==> config.mk <==
export PLATFORM = sky130hd
export DESIGN_NAME = nsf_formatter
export DESIGN_NICKNAME = d
export VERILOG_FILES = /design/src/nsf_pkg.sv /design/src/nsf_formatter.sv /design/src/nsf_hex_char.sv /design/src/nsf_sel_store.sv
export SDC_FILE = /design/constraint.sdc
export NUM_CORES = 1
export LEC_CHECK = 0
export ABC_CLOCK_PERIOD_IN_PS = 3040
export BUFFER_PORTS_ARGS = -buffer_cell sky130_fd_sc_hd__buf_2
export CAP_MARGIN = 10
export CORE_UTILIZATION = 30
export DETAILED_ROUTE_END_ITERATION = 8
export PLACE_DENSITY = 0.46
export SLEW_MARGIN = 20
export SYNTH_ARGS = -nofsm -noshare
export SYNTH_HDL_FRONTEND = slang
export SYNTH_HIERARCHICAL = 1
export SYNTH_SLANG_ARGS = --single-unit
==> constraint.sdc <==
create_clock -name i_clk -period 3.04 [get_ports i_clk]
set_input_delay 0.152 -clock i_clk [delete_from_list [all_inputs] [get_ports i_clk]]
set_output_delay 0.152 -clock i_clk [all_outputs]
set_load 0.01 [all_outputs]
==> src/nsf_pkg.sv <==
package nsf_pkg;
  // Interval timing
  localparam int unsigned INTERVAL_S   = 1;
  localparam int unsigned CLK_HZ       = 10_000_000;
  localparam int unsigned INTERVAL_CYC = INTERVAL_S * CLK_HZ;
  localparam int unsigned TICK_W       = 24;

  // Sentence selection, one bit per sentence type
  localparam int unsigned MSG_COUNT = 7;
  localparam logic [6:0] SEL_DEFAULT = 7'h21;
  localparam logic [23:0] MSG_NAME [0:6] = '{
    "GGA", "GLL", "GSA", "GSV", "RMC", "VTG", "ZDA"
  };

  // Character positions within a sentence
  localparam logic [5:0] POS_SOF  = 6'h00;
  localparam logic [5:0] POS_TALK = 6'h01;
  localparam logic [5:0] POS_MSG  = 6'h03;
  localparam logic [5:0] POS_TIME = 6'h07;
  localparam logic [5:0] POS_LAT  = 6'h0e;
  localparam logic [5:0] POS_LATP = 6'h12;
  localparam logic [5:0] POS_NS   = 6'h16;
  localparam logic [5:0] POS_LON  = 6'h18;
  localparam logic [5:0] POS_LONP = 6'h1d;
  localparam logic [5:0] POS_EW   = 6'h21;
  localparam logic [5:0] POS_STAT = 6'h23;
  localparam logic [5:0] POS_STAR = 6'h24;
  localparam logic [5:0] POS_CSH  = 6'h25;
  localparam logic [5:0] POS_CSL  = 6'h26;
  localparam logic [5:0] POS_CR   = 6'h27;
  localparam logic [5:0] POS_LF   = 6'h28;
  localparam logic [6:0] MAX_LEN  = 7'h4f;

  // Character codes
  localparam logic [7:0] CH_DOLLAR = 8'h24;
  localparam logic [7:0] CH_COMMA  = 8'h2c;
  localparam logic [7:0] CH_POINT  = 8'h2e;
  localparam logic [7:0] CH_STAR   = 8'h2a;
  localparam logic [7:0] CH_CR     = 8'h0d;
  localparam logic [7:0] CH_LF     = 8'h0a;
  localparam logic [7:0] CH_SPACE  = 8'h20;
  localparam logic [7:0] CH_ZERO   = 8'h30;
  localparam logic [7:0] CH_NINE   = 8'h39;
  localparam logic [7:0] CH_UA     = 8'h41;
  localparam logic [7:0] CH_UF     = 8'h46;
  localparam logic [7:0] CH_UG     = 8'h47;
  localparam logic [7:0] CH_UP     = 8'h50;
  localparam logic [7:0] CH_UV     = 8'h56;
  localparam logic [7:0] CH_UN     = 8'h4e;
  localparam logic [7:0] CH_US     = 8'h53;
  localparam logic [7:0] CH_UE     = 8'h45;
  localparam logic [7:0] CH_UW     = 8'h57;

  typedef enum logic [1:0] {ST_WAIT, ST_PICK, ST_SEND} nsf_state_type;

  function automatic logic [7:0] nsf_dig(input logic [3:0] n);
    return CH_ZERO + {4'h0, n};
  endfunction : nsf_dig
endpackage : nsf_pkg

==> src/nsf_formatter.sv <==
`timescale 1ns/10ps
module nsf_formatter
  import nsf_pkg::*;
#(
  parameter logic [TICK_W-1:0] P_INTERVAL_CYC = TICK_W'(INTERVAL_CYC)
) (
  // Clock and reset
  input  wire logic        i_clk,
  input  wire logic        i_rst,
  // Navigation result, BCD digits
  input  wire logic [7:0]  i_hour,
  input  wire logic [7:0]  i_min,
  input  wire logic [7:0]  i_sec,
  input  wire logic [7:0]  i_lat_deg,
  input  wire logic [7:0]  i_lat_min,
  input  wire logic [7:0]  i_lat_frac,
  input  wire logic        i_lat_south,
  input  wire logic [11:0] i_lon_deg,
  input  wire logic [7:0]  i_lon_min,
  input  wire logic [7:0]  i_lon_frac,
  input  wire logic        i_lon_west,
  input  wire logic        i_fix_valid,
  input  wire logic        i_frac_en,
  // Selection configuration
  input  wire logic [6:0]  i_nv_sel,
  input  wire logic        i_nv_valid,
  input  wire logic        i_cfg_wr,
  input  wire logic [6:0]  i_cfg_sel,
  input  wire logic        i_cfg_save,
  input  wire logic        i_cfg_factory,
  output logic             o_nv_wr,
  output logic       [6:0] o_nv_sel,
  output logic             o_nv_valid,
  output logic       [6:0] o_sel,
  // Character stream to the serial talker
  output logic       [7:0] o_char,
  output logic             o_char_valid,
  input  wire logic        i_char_ready,
  // Status
  output logic             o_busy,
  output logic             o_overrun
);
  typedef struct packed {
    nsf_state_type     st;
    logic [TICK_W-1:0] tick_cnt;
    logic [6:0]        mask;
    logic [2:0]        idx;
    logic [5:0]        pos;
    logic [7:0]        cs;
    logic [7:0]        hour;
    logic [7:0]        min;
    logic [7:0]        sec;
    logic [7:0]        lat_deg;
    logic [7:0]        lat_min;
    logic [7:0]        lat_frac;
    logic              south;
    logic [11:0]       lon_deg;
    logic [7:0]        lon_min;
    logic [7:0]        lon_frac;
    logic              west;
    logic              fix;
    logic              frac;
    logic [7:0]        och;
    logic              ovalid;
    logic [5:0]        opos;
    logic              overrun;
    logic [6:0]        len;
  } nsf_fmt_type;

  nsf_fmt_type s, next_s;
  logic [6:0]  sel;
  logic [7:0]  cs_hi_char;
  logic [7:0]  cs_lo_char;
  logic [7:0]  ch;
  logic [23:0] name;
  logic        tick;
  logic        hs;

  function automatic logic [2:0] lowest(input logic [6:0] m);
    logic [2:0] r;
    r = 3'h0;
    for (int i = MSG_COUNT - 1; i >= 0; i--) begin
      if (m[i]) begin
        r = 3'(i);
      end
    end
    return r;
  endfunction : lowest

  nsf_sel_store u_sel (
    .i_clk         (i_clk),
    .i_rst         (i_rst),
    .i_nv_sel      (i_nv_sel),
    .i_nv_valid    (i_nv_valid),
    .i_cfg_wr      (i_cfg_wr),
    .i_cfg_sel     (i_cfg_sel),
    .i_cfg_save    (i_cfg_save),
    .i_cfg_factory (i_cfg_factory),
    .o_sel         (sel),
    .o_nv_wr       (o_nv_wr),
    .o_nv_sel      (o_nv_sel),
    .o_nv_valid    (o_nv_valid)
  );

  nsf_hex_char u_cs_hi (
    .i_nib  (s.cs[7:4]),
    .o_char (cs_hi_char)
  );
  nsf_hex_char u_cs_lo (
    .i_nib  (s.cs[3:0]),
    .o_char (cs_lo_char)
  );

  assign name = MSG_NAME[s.idx];
  assign hs = s.ovalid && i_char_ready;

  // Character at the current position
  always_comb begin
    ch = CH_COMMA;
    case (s.pos)
      POS_SOF:         ch = CH_DOLLAR;
      POS_STAR:        ch = CH_STAR;
      POS_CR:          ch = CH_CR;
      POS_LF:          ch = CH_LF;
      POS_TALK:        ch = CH_UG;
      POS_TALK + 6'h1: ch = CH_UP;
      POS_MSG:         ch = name[23:16];
      POS_MSG + 6'h1:  ch = name[15:8];
      POS_MSG + 6'h2:  ch = name[7:0];
      POS_TIME:        ch = nsf_dig(s.hour[7:4]);
      POS_TIME + 6'h1: ch = nsf_dig(s.hour[3:0]);
      POS_TIME + 6'h2: ch = nsf_dig(s.min[7:4]);
      POS_TIME + 6'h3: ch = nsf_dig(s.min[3:0]);
      POS_TIME + 6'h4: ch = nsf_dig(s.sec[7:4]);
      POS_TIME + 6'h5: ch = nsf_dig(s.sec[3:0]);
      POS_LAT:         ch = nsf_dig(s.lat_deg[7:4]);
      POS_LAT + 6'h1:  ch = nsf_dig(s.lat_deg[3:0]);
      POS_LAT + 6'h2:  ch = nsf_dig(s.lat_min[7:4]);
      POS_LAT + 6'h3:  ch = nsf_dig(s.lat_min[3:0]);
      POS_LATP:        ch = CH_POINT;
      POS_LATP + 6'h1: ch = nsf_dig(s.lat_frac[7:4]);
      POS_LATP + 6'h2: ch = nsf_dig(s.lat_frac[3:0]);
      POS_NS:          ch = s.south ? CH_US : CH_UN;
      POS_LON:         ch = nsf_dig(s.lon_deg[11:8]);
      POS_LON + 6'h1:  ch = nsf_dig(s.lon_deg[7:4]);
      POS_LON + 6'h2:  ch = nsf_dig(s.lon_deg[3:0]);
      POS_LON + 6'h3:  ch = nsf_dig(s.lon_min[7:4]);
      POS_LON + 6'h4:  ch = nsf_dig(s.lon_min[3:0]);
      POS_LONP:        ch = CH_POINT;
      POS_LONP + 6'h1: ch = nsf_dig(s.lon_frac[7:4]);
      POS_LONP + 6'h2: ch = nsf_dig(s.lon_frac[3:0]);
      POS_EW:          ch = s.west ? CH_UW : CH_UE;
      POS_STAT:        ch = s.fix ? CH_UA : CH_UV;
      POS_CSH:         ch = cs_hi_char;
      POS_CSL:         ch = cs_lo_char;
      default:         ch = CH_COMMA;
    endcase
  end

  // Interval counter
  assign tick = (s.tick_cnt == P_INTERVAL_CYC - TICK_W'(1));

  always_comb begin
    next_s = s;
    next_s.overrun = 1'b0;
    next_s.tick_cnt = tick ? '0 : s.tick_cnt + TICK_W'(1);
    if (tick && s.st != ST_WAIT) begin
      next_s.overrun = 1'b1;
    end
    if (hs) begin
      next_s.ovalid = 1'b0;
      next_s.len = (s.opos == POS_SOF) ? 7'h00 : s.len + 7'h01;
    end
    case (s.st)
      ST_WAIT: begin
        if (tick) begin
          next_s.st = ST_PICK;
          next_s.mask = sel;
          next_s.hour = i_hour;
          next_s.min = i_min;
          next_s.sec = i_sec;
          next_s.lat_deg = i_lat_deg;
          next_s.lat_min = i_lat_min;
          next_s.lat_frac = i_lat_frac;
          next_s.south = i_lat_south;
          next_s.lon_deg = i_lon_deg;
          next_s.lon_min = i_lon_min;
          next_s.lon_frac = i_lon_frac;
          next_s.west = i_lon_west;
          next_s.fix = i_fix_valid;
          next_s.frac = i_frac_en;
        end
      end
      ST_PICK: begin
        if (s.mask == 7'h00) begin
          next_s.st = ST_WAIT;
        end else begin
          next_s.idx = lowest(s.mask);
          next_s.mask[lowest(s.mask)] = 1'b0;
          next_s.pos = POS_SOF;
          next_s.cs = 8'h00;
          next_s.st = ST_SEND;
        end
      end
      ST_SEND: begin
        if (!s.ovalid || i_char_ready) begin
          next_s.och = ch;
          next_s.ovalid = 1'b1;
          next_s.opos = s.pos;
          if (s.pos >= POS_TALK && s.pos < POS_STAR) begin
            next_s.cs = s.cs ^ ch;
          end
          next_s.pos = s.pos + 6'h1;
          if (!s.frac && s.pos == POS_LATP - 6'h1) begin
            next_s.pos = POS_NS - 6'h1;
          end
          if (!s.frac && s.pos == POS_LONP - 6'h1) begin
            next_s.pos = POS_EW - 6'h1;
          end
          if (s.pos == POS_LF) begin
            next_s.st = ST_PICK;
          end
        end
      end
      default: next_s.st = ST_WAIT;
    endcase
  end

  always_ff @(posedge i_clk) begin
    if (i_rst) begin
      s <= '0;
    end else begin
      s <= next_s;
    end
  end

  assign o_char = s.och;
  assign o_char_valid = s.ovalid;
  assign o_busy = (s.st != ST_WAIT);
  assign o_overrun = s.overrun;
  assign o_sel = sel;
endmodule : nsf_formatter

==> src/nsf_hex_char.sv <==
`timescale 1ns/10ps
module nsf_hex_char
  import nsf_pkg::*;
(
  // Nibble in, ASCII out
  input  wire logic [3:0] i_nib,
  output logic      [7:0] o_char
);
  always_comb begin
    if (i_nib < 4'ha) begin
      o_char = nsf_dig(i_nib);
    end else begin
      o_char = CH_UA + {4'h0, i_nib - 4'ha};
    end
  end
endmodule : nsf_hex_char

==> src/nsf_sel_store.sv <==
`timescale 1ns/10ps
module nsf_sel_store
  import nsf_pkg::*;
(
  // Clock and reset
  input  wire logic       i_clk,
  input  wire logic       i_rst,
  // Stored selection seen at restart
  input  wire logic [6:0] i_nv_sel,
  input  wire logic       i_nv_valid,
  // Configuration requests
  input  wire logic       i_cfg_wr,
  input  wire logic [6:0] i_cfg_sel,
  input  wire logic       i_cfg_save,
  input  wire logic       i_cfg_factory,
  // Active selection and store write
  output logic      [6:0] o_sel,
  output logic            o_nv_wr,
  output logic      [6:0] o_nv_sel,
  output logic            o_nv_valid
);
  typedef struct packed {
    logic       boot;
    logic [6:0] sel;
    logic       nv_wr;
    logic [6:0] nv_sel;
    logic       nv_valid;
  } nsf_sel_type;

  nsf_sel_type s, next_s;

  always_comb begin
    next_s = s;
    next_s.nv_wr = 1'b0;
    next_s.boot = 1'b0;
    if (s.boot) begin
      next_s.sel = i_nv_valid ? i_nv_sel : SEL_DEFAULT;
    end else if (i_cfg_factory) begin
      next_s.sel = SEL_DEFAULT;
      next_s.nv_wr = 1'b1;
      next_s.nv_sel = SEL_DEFAULT;
      next_s.nv_valid = 1'b0;
    end else if (i_cfg_save) begin
      next_s.nv_wr = 1'b1;
      next_s.nv_sel = s.sel;
      next_s.nv_valid = 1'b1;
    end else if (i_cfg_wr) begin
      next_s.sel = i_cfg_sel;
    end
  end

  always_ff @(posedge i_clk) begin
    if (i_rst) begin
      s <= '{boot: 1'b1, sel: SEL_DEFAULT, default: '0};
    end else begin
      s <= next_s;
    end
  end

  assign o_sel = s.sel;
  assign o_nv_wr = s.nv_wr;
  assign o_nv_sel = s.nv_sel;
  assign o_nv_valid = s.nv_valid;
endmodule : nsf_sel_store

=== Word-level counts from Yosys, hierarchy flattened ===
Memory sizes are Yosys's and may differ from the RTL's.
Index checks and enable logic that the tools add are counted.

* Memories kept: 1
* RAM bits: 0
* Memory bits (read-only): 192
* Register bits after elaboration: 163
* Latch bits: 0
* Output and inout bits: 27

{| class="wikitable"
|+ Memories
! memory !! words !! width !! rd ports !! clocked after memory_dff !! write ports !! line !! text
|-
| (name not given) || 8 || 24 || 1 || 0 || 0 || nsf_formatter.sv:114 || <nowiki>assign name = MSG_NAME[s.idx];</nowiki>
|}

* $add $sub $neg: 27
* $lt $le $gt $ge: 7
* Multipliers: 0
* Divide/modulo/power cells: 0
* Bitwise logic cells: 6
* Mux-type cells: 44
* Reduce and logical (&&, ||, !) cells: 29
* Eq/ne operators: 43
* Shift-type cells: 0

{| class="wikitable"
|+ Operator list
! operator !! count
|-
| $pmux W8 S34 || 1
|-
| $add A6 B4 Y7 const A || 21
|-
| $eq A6 B5 Y1 const B || 14
|-
| $mux W24 || 3
|-
| $mux W7 || 7
|-
| $eq A6 B4 Y1 const B || 7
|-
| $eq A6 B6 Y1 const B || 7
|-
| $pmux W14 S2 || 1
|-
| $mux W3 || 9
|-
| $add A24 B1 Y24 const B || 1
|-
| $eq A24 B24 Y1 const B || 1
|-
| $mux W8 || 3
|-
| $eq A6 B3 Y1 const B || 3
|-
| $mux W9 || 2
|-
| $mux W17 || 1
|-
| $add A7 B4 Y8 const A || 2
|-
| $mux W16 || 1
|-
| $mux W5 || 3
|-
| $mux W14 || 1
|-
| $pmux W7 S2 || 1
|-
| $eq A6 B2 Y1 const B || 2
|-
| $mux W6 || 2
|-
| $ne A2 B2 Y1 const B || 5
|-
| $reduce_and A2 Y1 || 5
|-
| 32 further kinds || 53
|}

=== Logic depth before layout (Yosys ltp) ===
* Depth in word-level cells: 17
* Depth in mapped cells: 11
* Gate-level depth less buffers: 10

=== Hierarchy ===
Netlist, hierarchy kept.

{| class="wikitable"
|+ By module, submodules not included
! module !! seq. area each (µm²) !! area an instance (µm²) !! cells each !! times used
|-
| nsf_formatter || 2,802.7 || 7,088.0 || 929 || 1
|-
| nsf_sel_store || 340.3 || 838.3 || 87 || 1
|-
| nsf_hex_char || 0.0 || 135.1 || 20 || 2
|}

=== Worst setup path before layout ===
OpenSTA, ideal clock, no wires.

* Kind: register to register
* From: reg s[112] in the netlist's numbering
* To: reg s[106] in the netlist's numbering
* Stages on the path, launching flop included: 10
* Data required time: 2,969 ps
* Arrival time: 2,456 ps
* Path slack: 513 ps
* Buffers on the path: 1
* Cells stage by stage: dfxtp_1 inv_1 ha_1 buf_2 o211a_1 or4_4 nor4b_4 nor4_1 or3_1 a21oi_1

* Word-level cells in the longest chain between the ends: 7
* Elaborated cells between the ends (all ways): 46
* Classes of those cells: 2 x order compare; 35 x eq/ne; 4 x mux; 1 x bitwise; 4 x reduce/logical

{| class="wikitable"
|+ RTL lines
! element !! line !! text
|-
| start: declaration || nsf_formatter.sv:70 || <nowiki>nsf_fmt_type s, next_s;</nowiki>
|-
| start signal: assignment || nsf_formatter.sv:233 || <nowiki>s <= next_s;</nowiki>
|-
| $eq A6 B5 Y1 || nsf_formatter.sv:120 || <nowiki>case (s.pos)</nowiki>
|-
| $reduce_or A2 Y1 (no line) || n/a ||
|-
| $pmux W8 S34 || nsf_formatter.sv:120 ||
|-
| $xor A8 B8 Y8 || nsf_formatter.sv:211 || <nowiki>next_s.cs = s.cs ^ ch;</nowiki>
|-
| $mux W8 || nsf_formatter.sv:210 || <nowiki>if (s.pos >= POS_TALK && s.pos < POS_STAR) begin</nowiki>
|-
| $mux W14 || nsf_formatter.sv:206 || <nowiki>if (!s.ovalid || i_char_ready) begin</nowiki>
|-
| $pmux W14 S2 || nsf_formatter.sv:174 || <nowiki>case (s.st)</nowiki>
|}

Several ways; a longest one is shown, not always the timed one. The select of a mux whose other input is x is not followed.
A chain may end at the register's enable or synchronous reset.

=== Worst setup path after layout ===
* From: reg s[114] in the netlist's numbering
* To: reg s[105] in the netlist's numbering

Same word-level chain as after synthesis.

==> flow_summary.ini <==
[status]
status = completed

[placed_design]
hpwl_mm = 19.9
numPortBuffers = 127
gp_congestion = 0.903
dp_cells = 1472
placed_area_sq_mm = 0.00913
place_ws_ns = 0.222

[global_routing]
grt_pass1_wl_mm = 42.9
grt_pass1_vias = 7571
grt_use_total = 0.196
grt_max_degree = 89
gr-total-overflow = 0
antenna_found_initial = 0

[clock_network]
clock-sinks = 157
htree_levels = 4
clk_latency_ns = 0.43
tritoncts = yes
cts_root_buf = clkbuf_16
clkTransAtPathRegs_ns = 0.07
post_cts_buffers = 0
cts.path.max_buffers = 2
cts_buffers = 17

[timing]
tns_ns = 0
rsz0062_at_grt = no
skew_ns = 0.0139
hold_slack_ns = 0.0169
max_slew_margin = 0.365
worst_slack_ns = 0.209
final_hold_viol_count = 0
max_freq_mhz = 353
drv_slew = 0
tightest_slew_ns = 0.952
setup_viol = 0
period_share = 0.931
min_period_ns = 2.83

[power_and_ir_drop]
p_leak_nw = 3.94
vdd_ir_drop_max_mv = 0.297
total_power_mw = 4.48
p_per_area_mw_per_mm2 = 426

[yosys]
synth_edf_count = 0
syn_inst = 1056
synth_warnings = 6
ys_ff_latch = 157
seq_area_frac_synth = 0.383
ys_types = 81
syn_nets = 1168
ys.flop_type = dfxtp_1
netlist_area_sq_mm = 0.00820
synth_area_per_cell_sq_um = 7.76
synthArstFlopShare = 0

[drt]
met1_length_mm = 13.4
postRouteAntennaNets = 0
drt_iter0_markers = 572
firstDrtPassIters = 5
drt-vias-per-instance = 5.12
highest_layer = met4
drc = 0
wl_met3_mm = 1.35
drt-total-wl_mm = 27.7
wire_per_inst_um = 17.5
vias = 8106
wl_met2_mm = 12.2

[worst_hold_path]
holdCritPathClass = in -> reg

[worst_setup_path]
path_max_fanout = 17
crit_required_ns = 3.39
worstSetupEndpointType = register
worst_setup_path_start_kind = register
worstSetupPathType = reg -> reg
critical_path_arrival_ns = 3.18

[cells_and_area]
stdcell_area_sq_mm = 0.0105
layout-drive-gt1-share = 0.193
final_nets = 1341
layoutNonFillerInstCount = 1583
syn_to_final_growth_pct = 28.3
num_antenna_cells = 0
fin_util = 0.391

[die]
core-area_sq_mm = 0.0269
die_w_um = 167
die_area_sq_mm = 0.0280
start_util = 0.305
fp-row-count = 60
ios = 128
die_h_um = 167

[job]
cap_violations = 0
## logic make-up (layout without fill, tap and decap cells)
kind of cell	count (synthesis)	count (layout)	share of synthesized area
other	2	2	0.000916
muxes	10	10	0.0131
DFF	157	157	0.383
xor gates and xnor gates	25	25	0.0267
buffers and inverters	127	313	0.0759
adders and majority gates	11	11	0.0168
AOI/OAI and AO/OA	253	253	0.198
and+or+nand+nor	471	471	0.285
## registers in the layout (all words and copies together) (netlist names), 7 cells and up
| name | count |
|---|---|
| u_sel/o_sel | 7 |
| o_char | 8 |
| s | 130 |
| u_sel/o_nv_sel | 7 |
## final timing paths
check                           cells after the start  slack (ns)              to    startpoint
worst max-delay path                                8        0.21          s[105]        s[114]
worst min-delay path                                3        0.02  u_sel/o_sel[0]  i_cfg_sel[0]
worst max register to register                      8        0.21          s[105]        s[114]
worst min register to register                      1        0.45          s[127]        s[127]
## Yosys cell counts, drive strengths merged, types with 5 or more instances
master | instances | area, sq um
a211oi | 12 | 90.1
a21oi | 127 | 636
a22o | 6 | 52.6
a22oi | 13 | 97.6
a31oi | 5 | 31.3
a32oi | 10 | 87.6
and3 | 15 | 93.8
and3b | 6 | 52.6
buf | 46 | 318
clkbuf | 52 | 195
dfxtp | 157 | 3140
ha | 11 | 138
inv | 29 | 109
mux2 | 6 | 67.6
nand2 | 200 | 751
nand2b | 9 | 56.3
nand3 | 58 | 290
nand4 | 28 | 175
nor2 | 71 | 274
nor2b | 21 | 134
nor3 | 16 | 116
nor3b | 8 | 75.1
nor4 | 7 | 43.8
o211ai | 7 | 52.6
o21ai | 23 | 141
o22ai | 8 | 50.1
or3 | 6 | 37.5
xnor2 | 14 | 123
xor2 | 11 | 96.3
## area by class of cell
type	instances	area [sq um]
inverter	29	109
tap	341	427
fill	2828	16400
timing repair buffer	252	1800
clock inverter	12	125
multi-input combinational	772	4450
clock buffer	20	457
sequential	157	3140
## timing repair
| action | in CTS | in global routing |
|---|---|---|
| setup endpoints to repair | 0 | 4 |
| gates resized for setup | 0 | 3 |
| hold buffers | 79 | 0 |
| hold endpoints to repair | 79 | 0 |
## critical path: stages, from the launching register on
cell and delay (ns):
dfxtp_1 0.79, nor4b_2 0.72, nand3_1 0.28, nand4_1 0.17, nor4_1 0.06, buf_4 0.16
a2111oi_0 0.37, a41oi_1 0.08, o211ai_1 0.10
## report_power, final
group | internal, mW | switching (mW) | total, mW
sequential | 2.07 | 0.0177 | 2.09
clock | 1.19 | 0.945 | 2.14
combinational | 0.143 | 0.105 | 0.248
total | 3.41 | 1.07 | 4.48
## per-layer routing
layer / GRT usage / vias up
met3: 0.0388 / 30
met4: 0.0690 / 0
met1: 0.278 / 3827
li1: - / 4047
met2: 0.292 / 202
met5: 0 / -
## cells in the final DEF, fill, tap and decap left out, types with 4 or more instances in the layout
cell	netlist	final
nand2_1	200	200
dfxtp_1	157	157
a21oi_1	127	127
buf_2	11	126
dlygate4sd3_1	0	79
nor2_1	68	67
nand3_1	58	58
buf_4	29	45
inv_1	28	28
nand4_1	28	28
nor2b_1	20	20
o21ai_0	17	17
clkbuf_16	0	17
and3_1	15	15
xnor2_1	14	14
a22oi_1	13	13
a211oi_1	12	12
xor2_1	11	11
nor3_1	10	10
a32oi_1	10	10
ha_1	11	10
nand2b_1	9	9
o22ai_1	8	8
nor4_1	7	7
o211ai_1	7	7
or3_1	6	6
a22o_1	6	6
and3b_1	6	6
nor3b_1	5	5
mux2_2	5	5
nor3_2	5	5
a41oi_1	4	4
a311oi_1	4	4
mux2i_1	4	4
o2111ai_1	4	4
a31oi_1	5	4
a31o_1	4	4
(Power assumes the default switching activity.)
